<file path="config.mk">
export PLATFORM = sky130hd
export DESIGN_NAME = bcsq_seq_ops
export DESIGN_NICKNAME = d
export VERILOG_FILES = /design/src/verilog/bcsq_seq_ops.v
export VERILOG_INCLUDE_DIRS = /design/src /design/src/verilog
export SDC_FILE = /design/constraint.sdc
export NUM_CORES = 1
export LEC_CHECK = 0
export ABC_AREA = 1
export BUFFER_PORTS_ARGS = -buffer_cell sky130_fd_sc_hd__buf_2
export CORE_MARGIN = 3
export CORE_UTILIZATION = 51
export CTS_CLUSTER_SIZE = 16
export DETAILED_ROUTE_END_ITERATION = 8
export GPL_ROUTABILITY_DRIVEN = 1
export PLACE_DENSITY = 0.78
export SLEW_MARGIN = 20
export SYNTH_ARGS = -nofsm -noshare
export SYNTH_HDL_FRONTEND = slang
export SYNTH_SLANG_ARGS = --single-unit
</file>
<file path="constraint.sdc">
create_clock -name ref_clk -period 15.2 [get_ports ref_clk]
set_input_delay 1.52 -clock ref_clk [delete_from_list [all_inputs] [get_ports ref_clk]]
set_output_delay 1.52 -clock ref_clk [all_outputs]
set_load 0.01 [all_outputs]
</file>
<file path="src/verilog/bcsq_defs.vh">
// bcsq_defs.vh: opcodes, field masks, steps and timing constants for the sequence-op decoder
// assumes inclusion by bare name from verilog/ design files
`ifndef BCSQ_DEFS_VH
`define BCSQ_DEFS_VH

// ==========================================================
// opcodes handled here
`define BCSQ_OP_LOAD_FRAME      16'h000E
`define BCSQ_OP_START_FRAME     16'h000F
`define BCSQ_OP_PUSH_TSTAMP     16'h0010
`define BCSQ_OP_PUSH_BLKSTATE   16'h0011
`define BCSQ_OP_PUSH_LITERAL    16'h0012
`define BCSQ_OP_PUSH_MEMWORD    16'h0013
`define BCSQ_OP_AWAIT_TRIGGER   16'h0014
`define BCSQ_OP_RUN_AND_SWAP    16'h0015

// ==========================================================
// fields and steps
`define BCSQ_SWAP_BIT           4
`define BCSQ_SWAP_MASK          16'h0010
`define BCSQ_INSTR_STEP         16'h0002

// ==========================================================
// frame timer scaling
`define BCSQ_FRAME_LSB_NS       100000
`define BCSQ_CLK_PERIOD_NS      25
`define BCSQ_FRAME_LSB_CYC      (`BCSQ_FRAME_LSB_NS / `BCSQ_CLK_PERIOD_NS)

`endif

</file>
<file path="src/verilog/bcsq_seq_ops.v">
// bcsq_seq_ops.v: instruction decoder for frame timer, queue push, trigger wait and
// execute-and-flip opcodes of a bus-controller instruction-list engine.
// assumes an outer engine that fetches opcode/parameter pairs and serves
// memory, the message processor and the queue with valid/ready style handshakes.
//
// Overview of operation
// - false condition skips the op and fetches the next opcode, except on 0015.
// - opcode 000E loads frame timer from parameter, 100 us per LSB.
// - opcode 000F starts frame countdown from the frame timer register.
// - opcode 0010 pushes the time tag value onto the queue.
// - opcode 0011 pushes the last message block status word.
// - opcode 0012 pushes the parameter word itself.
// - opcode 0013 reads memory at parameter address and pushes the word.
// - opcode 0014 true stalls until trigger rises, then continues.
// - opcode 0014 false continues at once.
// - opcode 0015 always runs the message at the parameter block address.
// - after 0015 message, true condition writes back address with bit 4 inverted.
// - next run of that flip uses old address XOR 0010h.
// - false condition on 0015 leaves the stored address unchanged.
`timescale 1ns/1ps
`include "bcsq_defs.vh"

module bcsq_seq_ops (
  // clock and reset
  input  wire        ref_clk,
  input  wire        reset,
  // instruction from the fetch stage
  input  wire        instr_valid,
  input  wire [15:0] instr_opcode,
  input  wire [15:0] instr_param,
  input  wire [15:0] instr_addr,
  input  wire        cond_true,
  output wire        instr_ready,
  output reg  [15:0] next_ptr_q,
  output reg         next_ptr_valid_q,
  // state from other engine parts
  input  wire [15:0] time_tag_value,
  input  wire [15:0] block_status_word,
  input  wire        external_trigger_in,
  // general purpose queue
  output reg         queue_push_q,
  output reg  [15:0] queue_data_q,
  input  wire        queue_ready,
  // shared memory
  output reg         mem_rd_q,
  output reg         mem_wr_q,
  output reg  [15:0] mem_addr_q,
  output reg  [15:0] mem_wdata_q,
  input  wire        mem_done,
  input  wire [15:0] mem_rdata,
  // message processor
  output reg         msg_start_q,
  output reg  [15:0] msg_block_addr_q,
  input  wire        msg_done,
  // frame timer
  output reg  [15:0] frame_period_q,
  output reg  [15:0] frame_count_q,
  output reg         frame_running_q,
  output wire        frame_expired
);

  // ==========================================================
  // states
  localparam [2:0] ST_IDLE  = 3'd0;
  localparam [2:0] ST_PUSH  = 3'd1;
  localparam [2:0] ST_MRD   = 3'd2;
  localparam [2:0] ST_TRIG  = 3'd3;
  localparam [2:0] ST_MSG   = 3'd4;
  localparam [2:0] ST_WBACK = 3'd5;
  localparam [2:0] ST_DONE  = 3'd6;

  localparam [31:0] LSB_CYC = `BCSQ_FRAME_LSB_CYC;

  reg [2:0]  state_q;
  reg        cond_q;
  reg [15:0] addr_q;
  reg [15:0] param_q;
  reg        trig_prev_q;
  reg [31:0] tick_q;

  assign instr_ready   = (state_q == ST_IDLE);
  assign frame_expired = frame_running_q & (frame_count_q == 16'h0000);

  // address of the parameter word of an instruction at a
  function [15:0] param_addr;
    input [15:0] a;
    begin
      param_addr = a + 16'h0001;
    end
  endfunction

  // ==========================================================
  // trigger edge history, kept live so an edge in a wait is seen at once
  always @(posedge ref_clk or posedge reset) begin
    if (reset) begin
      trig_prev_q <= 1'b0;
    end else begin
      trig_prev_q <= external_trigger_in;
    end
  end

  // ==========================================================
  // frame countdown, one decrement per 100 us tick
  always @(posedge ref_clk or posedge reset) begin
    if (reset) begin
      frame_count_q   <= 16'h0000;
      frame_running_q <= 1'b0;
      tick_q          <= 32'h0000_0000;
    end else if (instr_ready && instr_valid && cond_true &&
                 instr_opcode == `BCSQ_OP_START_FRAME) begin
      frame_count_q   <= frame_period_q;
      frame_running_q <= 1'b1;
      tick_q          <= 32'h0000_0000;
    end else if (frame_running_q && frame_count_q != 16'h0000) begin
      if (tick_q == LSB_CYC - 32'h0000_0001) begin
        tick_q        <= 32'h0000_0000;
        frame_count_q <= frame_count_q - 16'h0001;
      end else begin
        tick_q <= tick_q + 32'h0000_0001;
      end
    end
  end

  // ==========================================================
  // instruction sequencer
  always @(posedge ref_clk or posedge reset) begin
    if (reset) begin
      state_q          <= ST_IDLE;
      cond_q           <= 1'b0;
      addr_q           <= 16'h0000;
      param_q          <= 16'h0000;
      next_ptr_q       <= 16'h0000;
      next_ptr_valid_q <= 1'b0;
      queue_push_q     <= 1'b0;
      queue_data_q     <= 16'h0000;
      mem_rd_q         <= 1'b0;
      mem_wr_q         <= 1'b0;
      mem_addr_q       <= 16'h0000;
      mem_wdata_q      <= 16'h0000;
      msg_start_q      <= 1'b0;
      msg_block_addr_q <= 16'h0000;
      frame_period_q   <= 16'h0000;
    end else begin
      next_ptr_valid_q <= 1'b0;
      msg_start_q      <= 1'b0;
      case (state_q)
        ST_IDLE: begin
          if (instr_valid) begin
            addr_q  <= instr_addr;
            param_q <= instr_param;
            cond_q  <= cond_true;
            state_q <= ST_DONE;
            case (instr_opcode)
              `BCSQ_OP_LOAD_FRAME: begin
                if (cond_true) frame_period_q <= instr_param;
              end
              `BCSQ_OP_PUSH_TSTAMP: begin
                if (cond_true) begin
                  queue_data_q <= time_tag_value;
                  queue_push_q <= 1'b1;
                  state_q      <= ST_PUSH;
                end
              end
              `BCSQ_OP_PUSH_BLKSTATE: begin
                if (cond_true) begin
                  queue_data_q <= block_status_word;
                  queue_push_q <= 1'b1;
                  state_q      <= ST_PUSH;
                end
              end
              `BCSQ_OP_PUSH_LITERAL: begin
                if (cond_true) begin
                  queue_data_q <= instr_param;
                  queue_push_q <= 1'b1;
                  state_q      <= ST_PUSH;
                end
              end
              `BCSQ_OP_PUSH_MEMWORD: begin
                if (cond_true) begin
                  mem_addr_q <= instr_param;
                  mem_rd_q   <= 1'b1;
                  state_q    <= ST_MRD;
                end
              end
              `BCSQ_OP_AWAIT_TRIGGER: begin
                if (cond_true) state_q <= ST_TRIG;
              end
              `BCSQ_OP_RUN_AND_SWAP: begin
                msg_block_addr_q <= instr_param;
                msg_start_q      <= 1'b1;
                state_q          <= ST_MSG;
              end
              // false or start-frame falls straight to done
              default: state_q <= ST_DONE;
            endcase
          end
        end
        ST_PUSH: begin
          // held until the queue accepts, stalling the engine
          if (queue_ready) begin
            queue_push_q <= 1'b0;
            state_q      <= ST_DONE;
          end
        end
        ST_MRD: begin
          if (mem_done) begin
            mem_rd_q     <= 1'b0;
            queue_data_q <= mem_rdata;
            queue_push_q <= 1'b1;
            state_q      <= ST_PUSH;
          end
        end
        ST_TRIG: begin
          if (external_trigger_in && !trig_prev_q) state_q <= ST_DONE;
        end
        ST_MSG: begin
          if (msg_done) begin
            // flip bit 4 and write back
            if (cond_q) begin
              mem_addr_q  <= param_addr(addr_q);
              mem_wdata_q <= param_q ^ `BCSQ_SWAP_MASK;
              mem_wr_q    <= 1'b1;
              state_q     <= ST_WBACK;
            end else begin
              state_q <= ST_DONE;
            end
          end
        end
        ST_WBACK: begin
          if (mem_done) begin
            mem_wr_q <= 1'b0;
            state_q  <= ST_DONE;
          end
        end
        ST_DONE: begin
          next_ptr_q       <= addr_q + `BCSQ_INSTR_STEP;
          next_ptr_valid_q <= 1'b1;
          state_q          <= ST_IDLE;
        end
        default: state_q <= ST_IDLE;
      endcase
    end
  end

endmodule // bcsq_seq_ops

</file>
==> flow_summary.toml, run 1 <==
[route]
ant_nets = 0
viasPerCell = 5.45
drt-initial-drc-count = 777
remaining_drc_errors = 0
dr.pass1.iters = 5
wire_per_inst_um = 16.3
vias = 9855
wl_um = 29500

[clock_network]
tritoncts = "built"
cts-root-buf = "clkbuf_16"
cts_max_path_buffers = 2
cts_hold_buf = 0
clkSlewWorstSetupHoldPaths_ns = 0.07
cts_setup_buffers = 0
numCtsBuffers = 17
cts_resized = 0
insertion_delay_ns = 0.43
htreeDepth = 4
clock-sinks = 187

[yosys]
yosysWarnings = 0
synth_area_leaders = "dfrtp_1 46%, nand2_1 15%, nand4_1 5.3%"
seq_area_frac_synth_pct = 46.0
synth.top_cell.area_share_pct = 46.0
synth_cells = 1338
netlist_area_mm2 = 0.0102
syn-num-nets = 1446
synth_area_per_cell_um2 = 7.61
synthDistinctLibCells = 41
ys_ff_latch = 187
post-synth-top-area-cell = "dfrtp_1"

[critical_path]
worstPathArrival_ns = 5.11
cp_data_required_time_ns = 15.57
critPathCaptureType = "register"
crit_chain = "buf_2, nor2_1, nand2_1, nor2_4, nand3_4, nand2_2, nand2_2, clkinv_2, nand2_1, nand2_1"
path_max_fanout = 59
crit_family = "simple AND/OR/NAND/NOR gates"
timing.rr.start = "state_q[0]$_DFFE_PP0P_"
cpPeakStageDelay_ns = 0.99
cpMostUsedCell = "nand2_1"
r2r_cells = 11
worst-setup-path-type = "primary input to register"
path_buf_inv = 2
critPathLaunchType = "primary input"
rr_endpoint = "frame_count_q[9]$_DFFE_PP0P_"
critPathSlowestCell = "nand2_2"
r2r_slack_ns = 11.24

[grt]
grt_pass1_vias = 9132
track_usage_pct = 26.8
grt_pass1_wl_um = 46900
grt_overflow = 0
grt_start_max_net_pins = 71
antenna_found_initial = 0

[worst_hold_path]
min_to = "next_ptr_q[2]$_DFFE_PP0P_"
hold_start = "next_ptr_q[2]$_DFFE_PP0P_"
holdPathStages = 2
worstHoldPathType = "register to register"

[sta]
setup_violations = 0
maxSlewHeadroom_pct = 31.4
rsz0062_at_grt = "false"
worstMarginPinSlew_ns = 1.03
period_needed_ns = 4.74
hold_viol_final = 0
skew_ns = 0.0132
slew_violations = 0
hold_ws_ns = 0.472
setup-tns-final_ns = 0
fmax_mhz = 211
period_share_pct = 31.2

[cells_and_area]
drive_gt1_share_pct = 20.7
antenna_cells = 0
utilization_pct = 61.2
final_cell_mix = "417 x nand2_1, 223 x buf_2, 187 x dfrtp_1"
nNetsFinal = 1639
final_common_cell = "nand2_1"
syn_to_final_growth_pct = 17.3

[die]
core_area_mm2 = 0.0195
dieArea_mm2 = 0.0217
chipWidth_um = 147
start_util_pct = 52.1
pin_count = 224
die_h_um = 147
rows = 51

[power_and_ir_drop]
clkPwrFrac_pct = 25.1
p_leak_nw = 6.13
p_sw_share_pct = 38.6
p_int_mw = 1.05
p_switching_mw = 0.663
powerDensity_mw_per_mm2 = 144
p_comb_share_pct = 32.7
ir_drop_mv = 0.102
power_frac_seq_pct = 42.1

[place]
dp_hpwl_um = 21500
port_buffers = 223
globalplace.congestion = 0.965

[status]
status = "completed"

[job]
drv_cap = 0
worst register-to-register path: cells and delay by family (launching register included):
family / cells / cell delay (ns)
buffers and inverters: 2 / 0.46
AND/OR/NAND/NOR: 9 / 2.98
flip-flops: 1 / 0.46
stage by stage:
step,area (um^2),cells,setup slack (ns),power (mW)
final,11900,1809,10.46,1.72
after global routing,11900,1809,10.07,1.83
after CTS,11900,1809,10.55,1.72
after detailed placement,11400,1777,10.10,1.29
after global placement,11400,1777,10.19,1.27
after floorplan,10200,1338,8.59,1.09
cell type report:
type / count / area (um^2)
repair buffers: 225 / 1130
clock inverters: 14 / 134
fillers: 1777 / 7580
well taps: 265 / 332
clock buffers: 18 / 439
flip-flops and latches: 187 / 4680
inverters: 135 / 517
multi-input cells: 965 / 4710
flip-flops by register name, indices dropped and copies added (netlist names):
name	flops
mem_addr_q	16
mem_rd_q	1
trig_prev_q	1
state_q	3
param_q	16
cond_q	1
msg_start_q	1
queue_push_q	1
frame_count_q	16
mem_wr_q	1
next_ptr_q	16
msg_block_addr_q	16
frame_running_q	1
tick_q	32
addr_q	16
frame_period_q	16
queue_data_q	16
mem_wdata_q	16
next_ptr_valid_q	1
kinds of logic (layout without fill, tap and decap cells):
| group | Yosys count | count (layout) | synth area share (%) |
|---|---|---|---|
| compound gates | 160 | 160 | 8.03 |
| xor+xnor | 36 | 36 | 3.10 |
| fa+ha+maj | 4 | 4 | 0.492 |
| buf+inv | 186 | 392 | 7.73 |
| flops | 187 | 187 | 46.0 |
| mux | 15 | 15 | 1.66 |
| simple gates | 750 | 750 | 33.0 |
routing by layer:
metal / vias up / global-route usage [%] / part of all wire [%]
li1: 4770 / - / -
met3: 46 / 5.37 / 7.4
met1: 4643 / 37.3 / 43
met5: - / 0 / 0
met4: 0 / 9.04 / 2.5
met2: 396 / 42.3 / 47
how the worst max path moves through the flow:
stage	slack, ns	cells after the start	from	to
finish	10.46	10	instr_opcode[15]	frame_count_q[9]$_DFFE_PP0P_
global route	10.07	10	instr_opcode[15]	frame_count_q[15]$_DFFE_PP0P_
CTS	10.55	10	instr_opcode[15]	frame_count_q[8]$_DFFE_PP0P_
detailed placement	10.10	10	instr_opcode[15]	frame_count_q[8]$_DFFE_PP0P_
global placement	10.19	10	instr_opcode[15]	frame_count_q[4]$_DFFE_PP0P_
floorplan	8.59	1	reset	addr_q[0]$_DFFE_PP0P_
power by group through the flow:
stage,logic [mW],clock network [mW],registers (mW)
6_report,0.562,0.432,0.723
5_1_grt,0.632,0.457,0.737
4_1_cts,0.563,0.436,0.720
3_5_place_dp,0.562,0,0.727
3_3_place_gp,0.546,0,0.727
2_1_floorplan,0.346,0,0.748
synthesized netlist by cell type, drive strengths merged:
| cell | count |
|---|---|
| a21oi | 12 |
| a22oi | 1 |
| a31oi | 3 |
| buf | 30 |
| clkbuf | 21 |
| clkinv | 3 |
| dfrtp | 187 |
| ha | 4 |
| inv | 132 |
| mux2 | 15 |
| nand2 | 427 |
| nand3 | 95 |
| nand3b | 3 |
| nand4 | 88 |
| nor2 | 97 |
| nor3 | 24 |
| o21ai | 140 |
| o22ai | 3 |
| o31ai | 1 |
| or2 | 16 |
| xnor2 | 7 |
| xor2 | 29 |
Note: power is estimated with default switching activity, not from simulation.
==> run 2, diff against run 1 <==
CORE_UTILIZATION = 50   (was 51)
PLACE_DENSITY = 0.79   (was 0.78)
clock period = 4 ns   (was 15.2 ns; I/O delays follow)
==> run 2 against run 1 <==
  * Non-clock buffer count up 7
  * Power grew to 3.9 times the previous value
  * First-iteration DRC count rose by 0.77%
  * Flip-flop and latch count unchanged
  * Via count rose by 0.66%
  * Critical path type is now register to register
  * Sequential power grew to 3.8 times the previous value
  * Count of clock-buffer cells in the layout rose by 1
==> flow_summary.toml, run 2 (synthesis results as in run 1) <==
[route]
dr.pass1.iters = 5
drt-initial-drc-count = 783
wire_per_inst_um = 16.6
ant_nets = 0
remaining_drc_errors = 0
wl_um = 30200
viasPerCell = 5.46
vias = 9920

[grt]
antenna_found_initial = 0
grt_overflow = 0
grt_start_max_net_pins = 88
grt_pass1_wl_um = 48000
track_usage_pct = 27.2
grt_pass1_vias = 9413

[cells_and_area]
antenna_cells = 0
n_fill_cell = 1760
nNetsFinal = 1646
final_common_cell = "nand2_1"
syn_to_final_growth_pct = 18.3
utilization_pct = 61.1
drive_gt1_share_pct = 21.1
top_register = "tick_q"
largest_reg_flops = 32
final_cell_mix = "417 x nand2_1, 223 x buf_2, 187 x dfrtp_1"
stdcell_area_mm2 = 0.0120
instances_no_fill = 1816

[sta]
hold_ws_ns = 0.0818
fmax_mhz = 351
fin_ws_ns = 1.15
period_share_pct = 71.3
maxSlewHeadroom_pct = 41.4
setup_violations = 0
hold_viol_final = 0
slew_violations = 0
rsz0062_at_grt = "false"
period_needed_ns = 2.85
worstMarginPinSlew_ns = 0.877
skew_ns = 0.0102
setup-tns-final_ns = 0

[place]
dp_hpwl_um = 22200
dp.cells = 1784
port_buffers = 223
place_worst_setup_slack_ns = 1.16
globalplace.congestion = 0.942
place_area_mm2 = 0.0114

[power_and_ir_drop]
p_leak_nw = 6.20
ir_drop_mv = 0.362
p_total_mw = 6.66
powerDensity_mw_per_mm2 = 553

[critical_path]
worstPathArrival_ns = 3.18
critPathLaunchType = "register"
cp_data_required_time_ns = 4.33
path_max_fanout = 38
critPathCaptureType = "register"
worst-setup-path-type = "register to register"

[clock_network]
htreeDepth = 4
numCtsBuffers = 17
tritoncts = "built"
cts-root-buf = "clkbuf_16"
cts_setup_buffers = 0
cts_hold_buf = 0
clock-sinks = 187
clkSlewWorstSetupHoldPaths_ns = 0.07
cts_resized = 0
cts_max_path_buffers = 2
insertion_delay_ns = 0.43

[die]
chipWidth_um = 149
pin_count = 224
rows = 51
core_area_mm2 = 0.0197
start_util_pct = 51.6
dieArea_mm2 = 0.0221
die_h_um = 149

[job]
drv_cap = 0

[status]
status = "completed"

[worst_hold_path]
worstHoldPathType = "primary input to register"
run 2: cell types whose count changed in the layout (fill, tap and decap cells not counted):
cell	change
bufinv_16	+1
clkbuf_8	+1
clkinv_2	+1
buf_4	+6
inv_6	-2
buf_12	+1
clkinvlp_4	-3
inv_8	+2
run 2: cell type report:
type	count	area, um^2	area share [%]
Multi-Input combinational cell	965	4710	39.1
Sequential cell	187	4680	38.9
Timing Repair Buffer	232	1200	9.93
Inverter	135	515	4.28
Clock buffer	19	453	3.76
Tap cell	265	332	2.75
Clock inverter	13	153	1.27
run 2: critical path, stage by stage, from the launching register on:
cell and delay, ns:
dfrtp_1 0.46, inv_2 0.14, nand2_4 0.09, nor2_8 0.13
nand2_2 0.39, inv_2 0.54, nand4_2 0.62, o21ai_0 0.38
run 2: metal layers:
| metal | part of all wire (%) | GRT usage [%] | vias up |
|---|---|---|---|
| met5 | 0 | 0 | - |
| met1 | 42 | 37.4 | 4667 |
| li1 | - | - | 4778 |
| met2 | 47 | 43.3 | 409 |
| met3 | 7.2 | 4.72 | 66 |
| met4 | 3.3 | 10.4 | 0 |
run 2: worst paths after layout:
check / from / end / slack, ns / cells after the start
setup / recovery: state_q[0]$_DFFE_PP0P_ / msg_block_addr_q[14]$_DFFE_PP0P_ / 1.15 / 7
hold / removal: external_trigger_in / trig_prev_q$_DFF_PP0_ / 0.08 / 1
max in group asynchronous: reset / frame_period_q[0]$_DFFE_PP0P_ / 2.95 / 3
setup reg to reg: state_q[0]$_DFFE_PP0P_ / msg_block_addr_q[14]$_DFFE_PP0P_ / 1.15 / 7
min in group asynchronous: reset / mem_wdata_q[5]$_DFFE_PP0P_ / 0.14 / 2
hold reg to reg: next_ptr_q[11]$_DFFE_PP0P_ / next_ptr_q[11]$_DFFE_PP0P_ / 0.48 / 2
run 2: power breakdown:
group / leakage, nW / internal, mW / switching (mW) / total (mW)
sequential: 2.40 / 2.39 / 0.367 / 2.76
combinational: 3.51 / 0.786 / 1.38 / 2.16
clock: 0.296 / 0.923 / 0.822 / 1.75
